--- src/include/rmw_pkg.sv ---
// Purpose: Shared constants and types for the locked byte cycle sequencer
// Assumes: Single 25 MHz core clock, one state per half clock collapsed to one clock
// Notes:   Bus state numbers count sequencer states, not clock edges
package rmw_pkg;
  localparam int CLK_NS          = 40;
  localparam int ADDR_W          = 32;
  localparam int FC_W            = 3;
  localparam int DATA_W          = 16;
  // Grant drop window after acknowledge, in tenths of a clock
  localparam int GNT_DROP_MIN_T  = 15;
  localparam int GNT_DROP_MAX_T  = 35;
  localparam int GNT_DROP_CYC    = (GNT_DROP_MIN_T + 9) / 10;
  localparam logic [3:0] MODIFY_HOLD = 4'h4;
  localparam logic [3:0] WERR_HOLD   = 4'h4;
  localparam logic [3:0] RERR_DS_GAP = 4'h2;
  localparam logic [3:0] RERR_AS_GAP = 4'h2;
  localparam logic       LOCK_IDLE   = 1'b1;

  typedef enum logic [1:0] {
    RMW_ARB_IDLE,
    RMW_ARB_GRANT,
    RMW_ARB_OWNED,
    RMW_ARB_HOLD
  } rmw_arb_type;
endpackage

--- src/include/rmw_arb_if.sv ---
// Purpose: Carrier between sequencer and arbiter
// Assumes: Both ends on clk_sys
// Notes:   Plain levels only
`timescale 1ns/100ps
interface rmw_arb_if;
  logic as_active;
  logic committed;
  logic float_req;
  modport seq (output as_active, output committed, input float_req);
  modport arb (input as_active, input committed, output float_req);
endinterface

--- src/rtl/rmw_arbiter.sv ---
// Purpose: Bus request, grant and acknowledge handling
// Assumes: Request and acknowledge arrive asynchronously
// Notes:   Two-wire use ties acknowledge negated outside
`timescale 1ns/100ps
module rmw_arbiter
  import rmw_pkg::*;
(
  input  wire logic clk_sys,
  input  wire logic arst_n,
  input  wire logic bus_request_n,
  input  wire logic grant_ack_n,
  output logic      bus_grant_n,
  rmw_arb_if.arb    arb
);
  logic [1:0]  req_sync_q;
  logic [1:0]  ack_sync_q;
  rmw_arb_type st_q;
  logic [1:0]  drop_q;

  always_ff @(posedge clk_sys or negedge arst_n) begin
    if (!arst_n) begin
      req_sync_q <= 2'b00;
      ack_sync_q <= 2'b00;
    end else begin
      req_sync_q <= {req_sync_q[0], ~bus_request_n};
      ack_sync_q <= {ack_sync_q[0], ~grant_ack_n};
    end
  end

  always_ff @(posedge clk_sys or negedge arst_n) begin
    if (!arst_n) begin
      st_q        <= RMW_ARB_IDLE;
      bus_grant_n <= 1'b1;
      drop_q      <= 2'b00;
    end else begin
      case (st_q)
        RMW_ARB_IDLE: begin
          if (req_sync_q[1] && !(arb.committed && !arb.as_active)) begin
            st_q        <= RMW_ARB_GRANT;
            bus_grant_n <= 1'b0;
          end
        end
        RMW_ARB_GRANT: begin
          if (ack_sync_q[1]) begin
            // drop at once; sync already spends two clocks
            st_q        <= RMW_ARB_OWNED;
            bus_grant_n <= 1'b1;
            drop_q      <= 2'(GNT_DROP_CYC);
          end else if (!req_sync_q[1]) begin
            st_q        <= RMW_ARB_IDLE;
            bus_grant_n <= 1'b1;
          end
        end
        RMW_ARB_OWNED: begin
          if (drop_q <= 2'd1) begin
            st_q <= RMW_ARB_HOLD;
          end else begin
            drop_q <= drop_q - 2'd1;
          end
        end
        RMW_ARB_HOLD: begin
          // regrant with no own cycle between
          if (req_sync_q[1]) begin
            bus_grant_n <= 1'b0;
            st_q        <= RMW_ARB_GRANT;
          end else if (!ack_sync_q[1]) begin
            st_q <= RMW_ARB_IDLE;
          end
        end
        default: st_q <= RMW_ARB_IDLE;
      endcase
    end
  end

  assign arb.float_req = (st_q != RMW_ARB_IDLE && !bus_grant_n) || ack_sync_q[1];

  a_grant_drop_time: assert property (@(posedge clk_sys) disable iff (!arst_n)
    (st_q == RMW_ARB_GRANT && ack_sync_q[1]) |-> ##[1:3] bus_grant_n)
    else $error("grant not negated after acknowledge");
  a_grant_sync_req: assert property (@(posedge clk_sys) disable iff (!arst_n)
    $fell(bus_grant_n) |-> $past(req_sync_q[1]))
    else $error("grant without synchronized request");
endmodule

--- src/rtl/rmw_sequencer.sv ---
// Behaviour
// - Address strobe stays asserted across read and write portions.
// - Exactly one byte strobe with the data strobe, never both.
// - First state drives code, address, both write lines high, start high.
// - Second state drops start indicator and locked indicator.
// - Third state asserts address, byte and data strobes.
// - Read waits whole clocks until acknowledge or error.
// - Acknowledged read latches data and drops data strobes only.
// - Outputs hold four states while the byte is modified.
// - Write drops early write line, then write line, then drives data.
// - Write asserts strobes then waits for acknowledge or error.
// - Acknowledged write drops strobes, floats data, raises write lines.
// - Acknowledge with error on read aborts, address strobe dropped later.
// - Error alone on read drops data strobes, then address strobe.
// - Error alone on write holds four states then drops all strobes.
// - Locked indicator returns high after address strobe negation.
// - Device yields after current cycle; withdrawn request keeps bus.
// - Grant follows synchronized request, delayed while cycle committed.
// - Grant drops 1.5 to 3.5 clocks after acknowledge, regrants.
// - Request and acknowledge synchronized before use.
// - Outputs float when another master owns the idle bus.
// - Error in locked cycle is never retried, halt ignored.
// - Address bit zero low uses upper lane, high the lower lane.
//
// Purpose: Locked byte read-modify-write sequencer with bus arbitration
// Assumes: Inputs other than request and acknowledge synchronous to clk_sys, one state per clock
// Notes:   Modify step ORs the fetched byte with the external modify_mask
`timescale 1ns/100ps
module rmw_sequencer
  import rmw_pkg::*;
(
  input  wire logic                clk_sys,
  input  wire logic                arst_n,
  input  wire logic                start,
  input  wire logic [ADDR_W-1:0]   addr_in,
  input  wire logic [FC_W-1:0]     fc_in,
  input  wire logic [7:0]          modify_mask,
  input  wire logic                transfer_ack_n,
  input  wire logic                bus_error_n,
  input  wire logic                halt_in_n,
  input  wire logic                bus_request_n,
  input  wire logic                grant_ack_n,
  input  wire logic [DATA_W-1:0]   data_in,
  output logic [DATA_W-1:0]        data_out,
  output logic                     data_oe,
  output logic [ADDR_W-1:0]        address,
  output logic                     address_oe,
  output logic [FC_W-1:0]          function_code,
  output logic                     ctrl_oe,
  output logic                     addr_strobe_n,
  output logic                     upper_byte_strobe_n,
  output logic                     lower_byte_strobe_n,
  output logic                     data_strobe_n,
  output logic                     read_write_n,
  output logic                     early_read_write_n,
  output logic                     cycle_start_indicator,
  output logic                     locked_cycle_n,
  output logic                     bus_grant_n,
  output logic                     done,
  output logic                     bus_fault,
  output logic [7:0]               read_byte
);
  typedef enum logic [3:0] {
    SQ_IDLE, SQ_S1, SQ_S2, SQ_RWAIT, SQ_RDONE, SQ_RERR, SQ_MOD,
    SQ_W13, SQ_W14, SQ_W15, SQ_W16, SQ_WDONE, SQ_WERR, SQ_END
  } rmw_seq_type;

  rmw_seq_type st_q;
  logic [3:0]  cnt_q;
  logic        ack_err_q;
  logic        upper_q;
  logic        ack;
  logic        err;

  rmw_arb_if   arb_c ();

  assign ack = ~transfer_ack_n;
  assign err = ~bus_error_n;

  assign arb_c.committed = (st_q == SQ_S1);
  assign arb_c.as_active = ~addr_strobe_n;

  rmw_arbiter u_arb (
    .clk_sys       (clk_sys),
    .arst_n        (arst_n),
    .bus_request_n (bus_request_n),
    .grant_ack_n   (grant_ack_n),
    .bus_grant_n   (bus_grant_n),
    .arb           (arb_c.arb)
  );

  // Main sequence
  always_ff @(posedge clk_sys or negedge arst_n) begin
    if (!arst_n) begin
      st_q                  <= SQ_IDLE;
      cnt_q                 <= 4'h0;
      ack_err_q             <= 1'b0;
      upper_q               <= 1'b0;
      addr_strobe_n         <= 1'b1;
      upper_byte_strobe_n   <= 1'b1;
      lower_byte_strobe_n   <= 1'b1;
      data_strobe_n         <= 1'b1;
      read_write_n          <= 1'b1;
      early_read_write_n    <= 1'b1;
      cycle_start_indicator <= 1'b1;
      locked_cycle_n        <= LOCK_IDLE;
      data_oe               <= 1'b0;
      data_out              <= '0;
      address               <= '0;
      function_code         <= '0;
      done                  <= 1'b0;
      bus_fault             <= 1'b0;
      read_byte             <= 8'h00;
    end else begin
      done <= 1'b0;
      case (st_q)
        SQ_IDLE: begin
          read_write_n          <= 1'b1;
          early_read_write_n    <= 1'b1;
          cycle_start_indicator <= 1'b1;
          locked_cycle_n        <= LOCK_IDLE;
          // no new cycle while grant is out
          if (start && bus_grant_n && !arb_c.float_req) begin
            address       <= addr_in;
            function_code <= fc_in;
            upper_q       <= ~addr_in[0];
            bus_fault     <= 1'b0;
            st_q          <= SQ_S1;
          end
        end
        SQ_S1: begin
          cycle_start_indicator <= 1'b0;
          locked_cycle_n        <= 1'b0;
          st_q                  <= SQ_S2;
        end
        SQ_S2: begin
          addr_strobe_n       <= 1'b0;
          data_strobe_n       <= 1'b0;
          upper_byte_strobe_n <= ~upper_q;
          lower_byte_strobe_n <= upper_q;
          st_q                <= SQ_RWAIT;
        end
        SQ_RWAIT: begin
          if (err) begin
            ack_err_q <= ack;
            cnt_q     <= ack ? 4'h0 : RERR_DS_GAP;
            st_q      <= SQ_RERR;
          end else if (ack) begin
            st_q <= SQ_RDONE;
          end
        end
        SQ_RDONE: begin
          // latch, drop data strobes, keep address strobe
          read_byte           <= upper_q ? data_in[15:8] : data_in[7:0];
          data_strobe_n       <= 1'b1;
          upper_byte_strobe_n <= 1'b1;
          lower_byte_strobe_n <= 1'b1;
          cnt_q               <= MODIFY_HOLD;
          st_q                <= SQ_MOD;
        end
        SQ_MOD: begin
          if (cnt_q <= 4'h1) begin
            st_q <= SQ_W13;
          end else begin
            cnt_q <= cnt_q - 4'h1;
          end
        end
        SQ_W13: begin
          early_read_write_n <= 1'b0;
          st_q               <= SQ_W14;
        end
        SQ_W14: begin
          read_write_n <= 1'b0;
          st_q         <= SQ_W15;
        end
        SQ_W15: begin
          data_out <= {read_byte | modify_mask, read_byte | modify_mask};
          data_oe  <= 1'b1;
          st_q     <= SQ_W16;
        end
        SQ_W16: begin
          data_strobe_n       <= 1'b0;
          upper_byte_strobe_n <= ~upper_q;
          lower_byte_strobe_n <= upper_q;
          if (!data_strobe_n && ack) begin
            bus_fault <= err;
            st_q      <= SQ_WDONE;
          end else if (!data_strobe_n && err) begin
            cnt_q <= WERR_HOLD;
            st_q  <= SQ_WERR;
          end
        end
        SQ_WDONE: begin
          addr_strobe_n       <= 1'b1;
          data_strobe_n       <= 1'b1;
          upper_byte_strobe_n <= 1'b1;
          lower_byte_strobe_n <= 1'b1;
          st_q                <= SQ_END;
        end
        SQ_WERR: begin
          if (cnt_q <= 4'h1) begin
            addr_strobe_n       <= 1'b1;
            data_strobe_n       <= 1'b1;
            upper_byte_strobe_n <= 1'b1;
            lower_byte_strobe_n <= 1'b1;
            bus_fault           <= 1'b1;
            st_q                <= SQ_END;
          end else begin
            cnt_q <= cnt_q - 4'h1;
          end
        end
        SQ_RERR: begin
          // data strobes drop, then address strobe, no write
          if (cnt_q == 4'h0) begin
            data_strobe_n       <= 1'b1;
            upper_byte_strobe_n <= 1'b1;
            lower_byte_strobe_n <= 1'b1;
            cnt_q               <= ack_err_q ? (RERR_AS_GAP + 4'h2) : RERR_AS_GAP;
            st_q                <= SQ_WERR;
            bus_fault           <= 1'b1;
          end else begin
            cnt_q <= cnt_q - 4'h1;
          end
        end
        SQ_END: begin
          data_oe            <= 1'b0;
          read_write_n       <= 1'b1;
          early_read_write_n <= 1'b1;
          done               <= 1'b1;
          st_q               <= SQ_IDLE;
        end
        default: st_q <= SQ_IDLE;
      endcase
    end
  end

  // float when another master holds bus
  always_ff @(posedge clk_sys or negedge arst_n) begin
    if (!arst_n) begin
      address_oe <= 1'b1;
      ctrl_oe    <= 1'b1;
    end else begin
      address_oe <= !(arb_c.float_req && addr_strobe_n && st_q == SQ_IDLE);
      ctrl_oe    <= !(arb_c.float_req && addr_strobe_n && st_q == SQ_IDLE);
    end
  end

  // strobe held through modify and write
  a_as_locked: assert property (@(posedge clk_sys) disable iff (!arst_n)
    (st_q inside {SQ_MOD, SQ_W13, SQ_W14, SQ_W15, SQ_W16}) |-> !addr_strobe_n)
    else $error("address strobe dropped inside locked cycle");
  a_one_lane: assert property (@(posedge clk_sys) disable iff (!arst_n)
    !(!upper_byte_strobe_n && !lower_byte_strobe_n))
    else $error("both byte strobes asserted");
  a_lock_low_start: assert property (@(posedge clk_sys) disable iff (!arst_n)
    (st_q == SQ_S1) |=> (!cycle_start_indicator && !locked_cycle_n))
    else $error("start or lock not low in second state");
  a_strobes_on: assert property (@(posedge clk_sys) disable iff (!arst_n)
    (st_q == SQ_S2) |=> (!addr_strobe_n && !data_strobe_n))
    else $error("strobes not asserted in third state");
  a_modify_hold: assert property (@(posedge clk_sys) disable iff (!arst_n)
    (st_q == SQ_RDONE) |=> (st_q == SQ_MOD) [*4] ##1 (st_q == SQ_W13))
    else $error("modify hold not four states");
  a_write_order: assert property (@(posedge clk_sys) disable iff (!arst_n)
    (st_q == SQ_W13) |=> !early_read_write_n && read_write_n ##1 !read_write_n ##1 data_oe)
    else $error("write line order wrong");
  a_write_end: assert property (@(posedge clk_sys) disable iff (!arst_n)
    (st_q == SQ_WDONE) |=> addr_strobe_n ##1 (read_write_n && !data_oe))
    else $error("write end sequence wrong");
  a_lane_select: assert property (@(posedge clk_sys) disable iff (!arst_n)
    (st_q == SQ_S2) |=> (upper_byte_strobe_n == address[0]))
    else $error("wrong byte lane for address bit zero");
  a_idle_levels: assert property (@(posedge clk_sys) disable iff (!arst_n)
    (st_q == SQ_S1) |-> (read_write_n && early_read_write_n && cycle_start_indicator))
    else $error("read levels or start indicator wrong in first state");
  a_wait_hold: assert property (@(posedge clk_sys) disable iff (!arst_n)
    (st_q == SQ_RWAIT && !ack && !err) |=> (st_q == SQ_RWAIT && !data_strobe_n && !addr_strobe_n))
    else $error("read wait left without termination");
  a_read_end: assert property (@(posedge clk_sys) disable iff (!arst_n)
    (st_q == SQ_RDONE) |=> (data_strobe_n && upper_byte_strobe_n && lower_byte_strobe_n && !addr_strobe_n))
    else $error("read end strobes wrong");
  a_lock_return: assert property (@(posedge clk_sys) disable iff (!arst_n)
    $rose(addr_strobe_n) |-> ##[1:4] locked_cycle_n)
    else $error("locked indicator not returned high");
  a_no_retry: assert property (@(posedge clk_sys) disable iff (!arst_n)
    (st_q == SQ_RWAIT && err && !halt_in_n) |=> (st_q == SQ_RERR))
    else $error("bus error with halt not handled as error");
endmodule

--- config.mk ---
export PLATFORM = sky130hd
export DESIGN_NAME = rmw_sequencer
export DESIGN_NICKNAME = d
export VERILOG_FILES = /design/src/include/rmw_pkg.sv /design/src/include/rmw_arb_if.sv /design/src/rtl/rmw_arbiter.sv /design/src/rtl/rmw_sequencer.sv
export SDC_FILE = /design/constraint.sdc
export NUM_CORES = 1
export LEC_CHECK = 0
export ABC_CLOCK_PERIOD_IN_PS = 4300
export BUFFER_PORTS_ARGS = -buffer_cell sky130_fd_sc_hd__buf_4
export CORE_MARGIN = 1
export CORE_UTILIZATION = 50
export CTS_CLUSTER_DIAMETER = 80
export DETAILED_ROUTE_END_ITERATION = 10
export PLACE_DENSITY_LB_ADDON = 0.05
export SLEW_MARGIN = 20
export SYNTH_ARGS = -nofsm -noshare
export SYNTH_HDL_FRONTEND = slang
export SYNTH_SLANG_ARGS = --single-unit
--- constraint.sdc ---
create_clock -name clk_sys -period 4.3 [get_ports clk_sys]
set_clock_uncertainty 0.2 [all_clocks]
set_input_delay 1.075 -clock clk_sys [delete_from_list [all_inputs] [get_ports clk_sys]]
set_output_delay 1.075 -clock clk_sys [all_outputs]
set_load 0.005 [all_outputs]
Word level (Yosys, flattened, before mapping)

Cells that the tools add are included.

Register bits: 89
Bits in latches: 0
RAM bits: 0
Memory bits (read-only): 0
Bits of input ports: 67
Output and inout bits: 73
Logic and storage cells: 159
Memories: 0

Add/subtract/negate cells: 2
Multiply operators: 0
Div/mod/pow operators: 0
$lt $le $gt $ge: 2
Equality and inequality tests: 34
Shift-type cells: 0
Muxes and demuxes: 47
Bitwise logic cells: 7
Reductions and logical operators: 43

Operators with widths:

| kind                                                                  | count |
|---|---|
| 4-bit two-way mux                                                     | 13 |
| 4-bit one-hot mux with 13 select lines                                | 1 |
| 4-bit equality test, second input constant                            | 6 |
| 2-bit != test, second input constant                                  | 10 |
| 4-bit one-hot mux with 5 select lines                                 | 1 |
| 2-bit two-way mux                                                     | 9 |
| 4-bit by 3-bit equality test with 1-bit output, second input constant | 4 |
| 1-bit one-hot mux with 4 select lines                                 | 4 |
| 2-bit nonzero test                                                    | 6 |
| 5-bit AND reduction                                                   | 2 |
| 1-bit logical AND                                                     | 9 |
| 1-bit two-way mux                                                     | 9 |
| 3-bit != test, second input constant                                  | 3 |
| 4-bit by 2-bit equality test with 1-bit output, second input constant | 2 |
| 4-bit logical NOT                                                     | 2 |
| 8-bit two-way mux                                                     | 1 |
| 2-bit by 1-bit != test with 1-bit output, second input constant       | 4 |
| 8-bit OR                                                              | 1 |
| 1-bit one-hot mux with 2 select lines                                 | 4 |
| 2-bit one-hot mux with 4 select lines                                 | 1 |
| 4-bit AND reduction                                                   | 2 |
| 4-bit nonzero test                                                    | 2 |
| 2-bit OR reduction                                                    | 4 |
| 1-bit NOT                                                             | 6 |
| other kinds (19)                                                      | 29 |

Longest topological paths before layout

Depth in word-level cells: 7
Mapped depth: 7
Mapped depth without buffers: 7

Hierarchy

A second synthesis with hierarchy kept.

Cells, all modules: 355
Area, all modules: 3881.2 um^2

Modules (own cells, without submodules):

| module        | instances | cells an instance | area an instance (um^2) | seq. area each (um^2) |
|---|---|---|---|---|
| rmw_sequencer | 1         | 316               | 3472.1                  | 1811.7 |
| rmw_arbiter   | 1         | 39                | 409.1                   | 226.5 |

Worst setup path before layout

No wires, ideal clock.

Kind: input -> register
Start: in bus_error_n
End: reg cnt_q[1]
Setup time: 125 ps
Data arrival time: 2285 ps
Required time: 3975 ps
Setup slack: 1691 ps
Stages on the path: 5
Buffers on the path: 0
Cells stage by stage: nand2b_1 a21o_1 a221oi_1 a21boi_2 mux2_2

Longest elaborated chain between the ends: 4
Elaborated cells on any way between the ends: 5
Those cells by class: eq/ne: 2; bitwise: 1; reduce/logical: 2

RTL lines:

| what                                     | line                 | RTL |
|---|---|---|
| from (decl)                              | rmw_sequencer.sv:39  | `input wire logic bus_error_n,` |
| 1-bit NOT (no source line)               | -                    |  |
| 1-bit logical AND                        | rmw_sequencer.sv:188 | `end else if (!data_strobe_n && err) begin` |
| 2-bit != test (no source line)           | -                    |  |
| 5-bit AND reduction (no source line) (*) | -                    |  |
| to (signal assigned)                     | rmw_sequencer.sv:209 | `cnt_q <= cnt_q - 4'h1;` |
| to (signal assigned)                     | rmw_sequencer.sv:218 | `cnt_q <= ack_err_q ? (RERR_AS_GAP + 4'h2) : RERR_AS_GAP;` |
| to (signal assigned)                     | rmw_sequencer.sv:222 | `cnt_q <= cnt_q - 4'h1;` |
| to (decl)                                | rmw_sequencer.sv:69  | `logic [3:0] cnt_q;` |

Mark *: on every way between the ends. The rest lies on a longest branch, timed or not.
A chain may end at the register's enable or synchronous reset.

Worst setup path after layout

Start: reg st_q[1]
End: reg cnt_q[1]

Longest elaborated chain between the ends: 4
Elaborated cells on any way between the ends: 14
Those cells by class: eq/ne: 10; mux: 1; reduce/logical: 3

RTL lines:

| what                                                                                  | line                 | RTL |
|---|---|---|
| from (decl)                                                                           | rmw_sequencer.sv:68  | `rmw_seq_type st_q;` |
| from (signal assigned)                                                                | rmw_sequencer.sv:95  | `st_q <= SQ_IDLE;` |
| from (signal assigned)                                                                | rmw_sequencer.sv:128 | `st_q <= SQ_S1;` |
| from (signal assigned)                                                                | rmw_sequencer.sv:134 | `st_q <= SQ_S2;` |
| 4-bit equality test or 4-bit by 3-bit equality test with 1-bit output (tied branches) | rmw_sequencer.sv:116 | `case (st_q)` |
| 2-bit OR reduction (no source line)                                                   | -                    |  |
| 5-bit nonzero test (no source line) or 2-bit != test (tied branches)                  | -                    |  |
| 5-bit AND reduction (no source line)                                                  | -                    |  |
| to (signal assigned)                                                                  | rmw_sequencer.sv:146 | `cnt_q <= ack ? 4'h0 : RERR_DS_GAP;` |
| to (signal assigned)                                                                  | rmw_sequencer.sv:165 | `cnt_q <= cnt_q - 4'h1;` |
| to (signal assigned)                                                                  | rmw_sequencer.sv:209 |  |

Several ways; a longest one is shown, not always the timed one.

==> run_results.csv <==
group,metric,value,unit
grt,antenna_found_initial,0,
worst_setup_path,cp-end-kind,"register",
yosys,synth_commonest_cells,"72 x dfrtp_1, 43 x nor2_1, 37 x mux2_2, 26 x a21oi_1, 17 x o21ai_0",
min_path,hp-start,"u_arb.req_sync_q[0]$_DFF_PN0_",
sta,finalCritPeriodShare,61.6,%
yosys,synth-edff-count,0,
placed_design,portBuffers,138,
finish,layout-drive-gt1-share,43.8,%
clock_tree,htree_levels,3,
worst_setup_path,arrival,2700,ps
grt,grt_max_degree,82,
clock_tree,clock-sinks,81,
detailed_routing,vias,3113,
grt,grt-ovfl-total,0,
detailed_routing,drcViolationCount,0,
finish,final_net_count,548,
worst_setup_path,crit_type,"reg2reg",
pwr,power_switching,1.25,mW
finish,nFillCells,598,
clock_tree,cts_tree,"done",
pwr,vdd_drop_max,0.342,mV
pwr,p_comb_share,43.9,%
yosys,yosysSeqAreaShare,52.8,%
clock_tree,cts.path.max_buffers,2,
clock_tree,postCtsHoldBufs,0,
pwr,p_clk_share,14.5,%
yosys,ys_ff_latch,81,
floorplan,initial_core_util,52.4,%
floorplan,boundaryPins,140,
clock_tree,clock_latency,350,ps
floorplan,dieArea,8080,um^2
yosys,yosys-top-cells-area,"dfrtp_1 47%, mux2_2 11%, dfstp_2 6.1%, nor2_1 4.2%, a21oi_1 3.4%",
yosys,synth_fa_ha_area_share,2.27,%
floorplan,core,7370,um^2
detailed_routing,via_per_inst,5.39,
detailed_routing,dr.pass1.iters,4,
placed_design,finalWeightedCongestion,0.812,
grt,grt_pass1_wl,14.6,mm
detailed_routing,routedWlPerCell,15.2,um
pwr,p_sw_share,36.9,%
sta,tightest_slew,1010,ps
yosys,synth_ff_type,"dfrtp_1",
placed_design,hpwl,6.29,mm
yosys,synthMuxAreaShare,13.8,%
yosys,yosysUniqueCellTypes,53,
grt,grt_pass1_vias,3173,
clock_tree,post_cts_buffers,0,
grt,track_usage,22.6,%
worst_setup_path,r2r_start,"st_q[1]$_DFFE_PN0P_",
yosys,synth_top_family_by_area,"multiplexers",
sta,rsz0062_at_grt,"false",
sta,slew_viol_final,0,
clock_tree,cts_root_buf,"clkbuf_8",
sta,hold_viol,0,
pwr,p_leak,2.38,nW
worst_setup_path,crit_path_max_fanout,26,
sta,finalSetupTns,0,ps
yosys,avgSynthCellArea,11.0,um^2
clock_tree,clk_pin_slew,90,ps
yosys,syn_nets,424,
sta,max_freq,377,MHz
pwr,p_int,2.14,mW
yosys,yosys.area.top_type,"dfrtp_1",
outcome,status,"completed",
worst_setup_path,worst_r2r_endpoint,"cnt_q[1]$_DFFE_PN0P_",
finish,area_delta_synth_final,30.4,%
yosys,synth_area,3860,um^2
floorplan,row_count,31,
detailed_routing,wirelength,8.78,mm
yosys,syn_inst,350,
yosys,synth_top_area_share,46.6,%
min_path,min_path_type,"reg2reg",
detailed_routing,postRouteAntennaNets,0,
floorplan,die_w,89.9,um
min_path,holdPathEnd,"u_arb.req_sync_q[1]$_DFF_PN0_",
clock_tree,cts_resized,0,
detailed_routing,drtIter0Drc,184,
min_path,min_path_cells,0,
worst_setup_path,r2r_setup_slack,1650,ps
pwr,p_seq_share,41.7,%
sta,period_needed,2650,ps
floorplan,die_h,89.9,um
sta,finalSetupViolations,0,
worst_setup_path,critPathLaunchType,"register",
clock_tree,cts_buffers,9,
yosys,synth_compound_area_share,13.0,%
worst_setup_path,worst_r2r_path_depth,5,
sta,whs,149,ps
worst_setup_path,required,4350,ps
pwr,powerDensity,673,nW/um^2
job,maxCapViolCount,0,
yosys,synth_simple_gate_area_share,12.2,%
yosys,yosysWarnings,0,
yosys,synth_xor_area_share,0.227,%
yosys,yosysMostFrequentCell,"dfrtp_1",
yosys,ys_async_sr_fraction,100,%
sta,slew_headroom,32.2,%
pwr,power.total,3.39,mW
finish,n_antenna_cell,0,
-- critical path: stages, from the launching register on --
cell and delay [ps]:
dfrtp_1 840, nand2b_1 230, a21o_1 220, a221oi_1 360, a21boi_2 330, mux2_2 360
-- cell families (layout without fill, tap and decap cells) --
logic type,after synthesis,in the layout
AO/OA/AOI/OAI,78,78
flip-flops,81,81
adder cells (fa/ha/maj),7,7
AND/OR/NAND/NOR,97,97
buffers and inverters,38,167
XOR/XNOR,1,1
multiplexers,48,48
-- area by class of cell --
cell class                 count  area, um^2  area share, %
sequential                    81        2040           40.5
multi-input combinational    231        1610           32.0
timing repair buffer         139        1050           20.8
clock buffer                  10         128           2.53
tap                           99         124           2.46
inverter                      12        45.0          0.895
clock inverter                 6        42.5          0.845
-- layout by cell type, fill, tap and decap left out, types with 2 or more instances in the layout --
master      instances
mux2_2             37
nand3_1             4
clkinvlp_4          2
nor2_1             42
clkbuf_8            9
dfrtp_1            72
or3_1               3
o211ai_1            4
a22o_1              3
dfstp_2             9
o22ai_1             3
a2111oi_0           2
or2_2               2
inv_1              12
nor3_1              6
o221ai_1            2
nand2b_1            8
a21o_1              4
a32o_1              2
a31oi_1             4
nand2_1            14
mux2i_1             9
nor4_1              2
o21ai_0            17
clkinv_2            2
buf_4             138
ha_1                7
a21oi_1            26
nor2b_1             5
-- power by group through the flow --
| stage | registers, mW | logic (mW) | clock network, mW |
|---|---|---|---|
| 2_1_floorplan | 1.31 | 0.983 | 0 |
| 3_3_place_gp | 1.41 | 1.45 | 0 |
| 3_5_place_dp | 1.42 | 1.48 | 0 |
| 4_1_cts | 1.41 | 1.49 | 0.508 |
| 5_1_grt | 1.47 | 1.64 | 0.527 |
| 6_report | 1.41 | 1.49 | 0.490 |
-- metrics by stage --
| step | setup WS (ps) | cell area [um^2] | utilization [%] | std cells |
|---|---|---|---|---|
| floorplan | 1690 | 3860 | - | 350 |
| global placement | 1370 | 4860 | 65.9 | 562 |
| detailed placement | 1350 | 4860 | 65.9 | 562 |
| CTS | 1650 | 5030 | 68.2 | 578 |
| global route | 1440 | 5030 | 68.3 | 578 |
| finish | 1650 | 5030 | 68.3 | 578 |
-- state kept, by name, indices dropped and copies added, names as in the netlist, 2 cells and up, named ones only --
name / cells
u_arb.drop_q: 2
address: 32
u_arb.req_sync_q: 2
read_byte: 8
cnt_q: 4
function_code: 3
data_out: 8
u_arb.ack_sync_q: 2
st_q: 4
-- worst max path at each step --
stage | to | cells past startpoint | start | slack, ps
3_5_place_dp | cnt_q[1]$_DFFE_PN0P_ | 6 | bus_error_n | 1350
4_1_cts | cnt_q[1]$_DFFE_PN0P_ | 5 | st_q[1]$_DFFE_PN0P_ | 1650
5_1_grt | data_out[13]$_DFFE_PN0P_ | 4 | st_q[0]$_DFFE_PN0P_ | 1440
3_3_place_gp | cnt_q[1]$_DFFE_PN0P_ | 6 | bus_error_n | 1370
2_1_floorplan | cnt_q[1]$_DFFE_PN0P_ | 5 | bus_error_n | 1690
6_report | cnt_q[1]$_DFFE_PN0P_ | 5 | st_q[1]$_DFFE_PN0P_ | 1650
-- layer usage --
metal	GRT usage [%]	vias to the layer above	wire (um)
met5	0	-	0
met4	8.74	0	113
met3	7.53	9	775
met2	36.4	128	4280
met1	28.2	1494	3620
li1	-	1482	-
(Power assumes the default switching activity.)
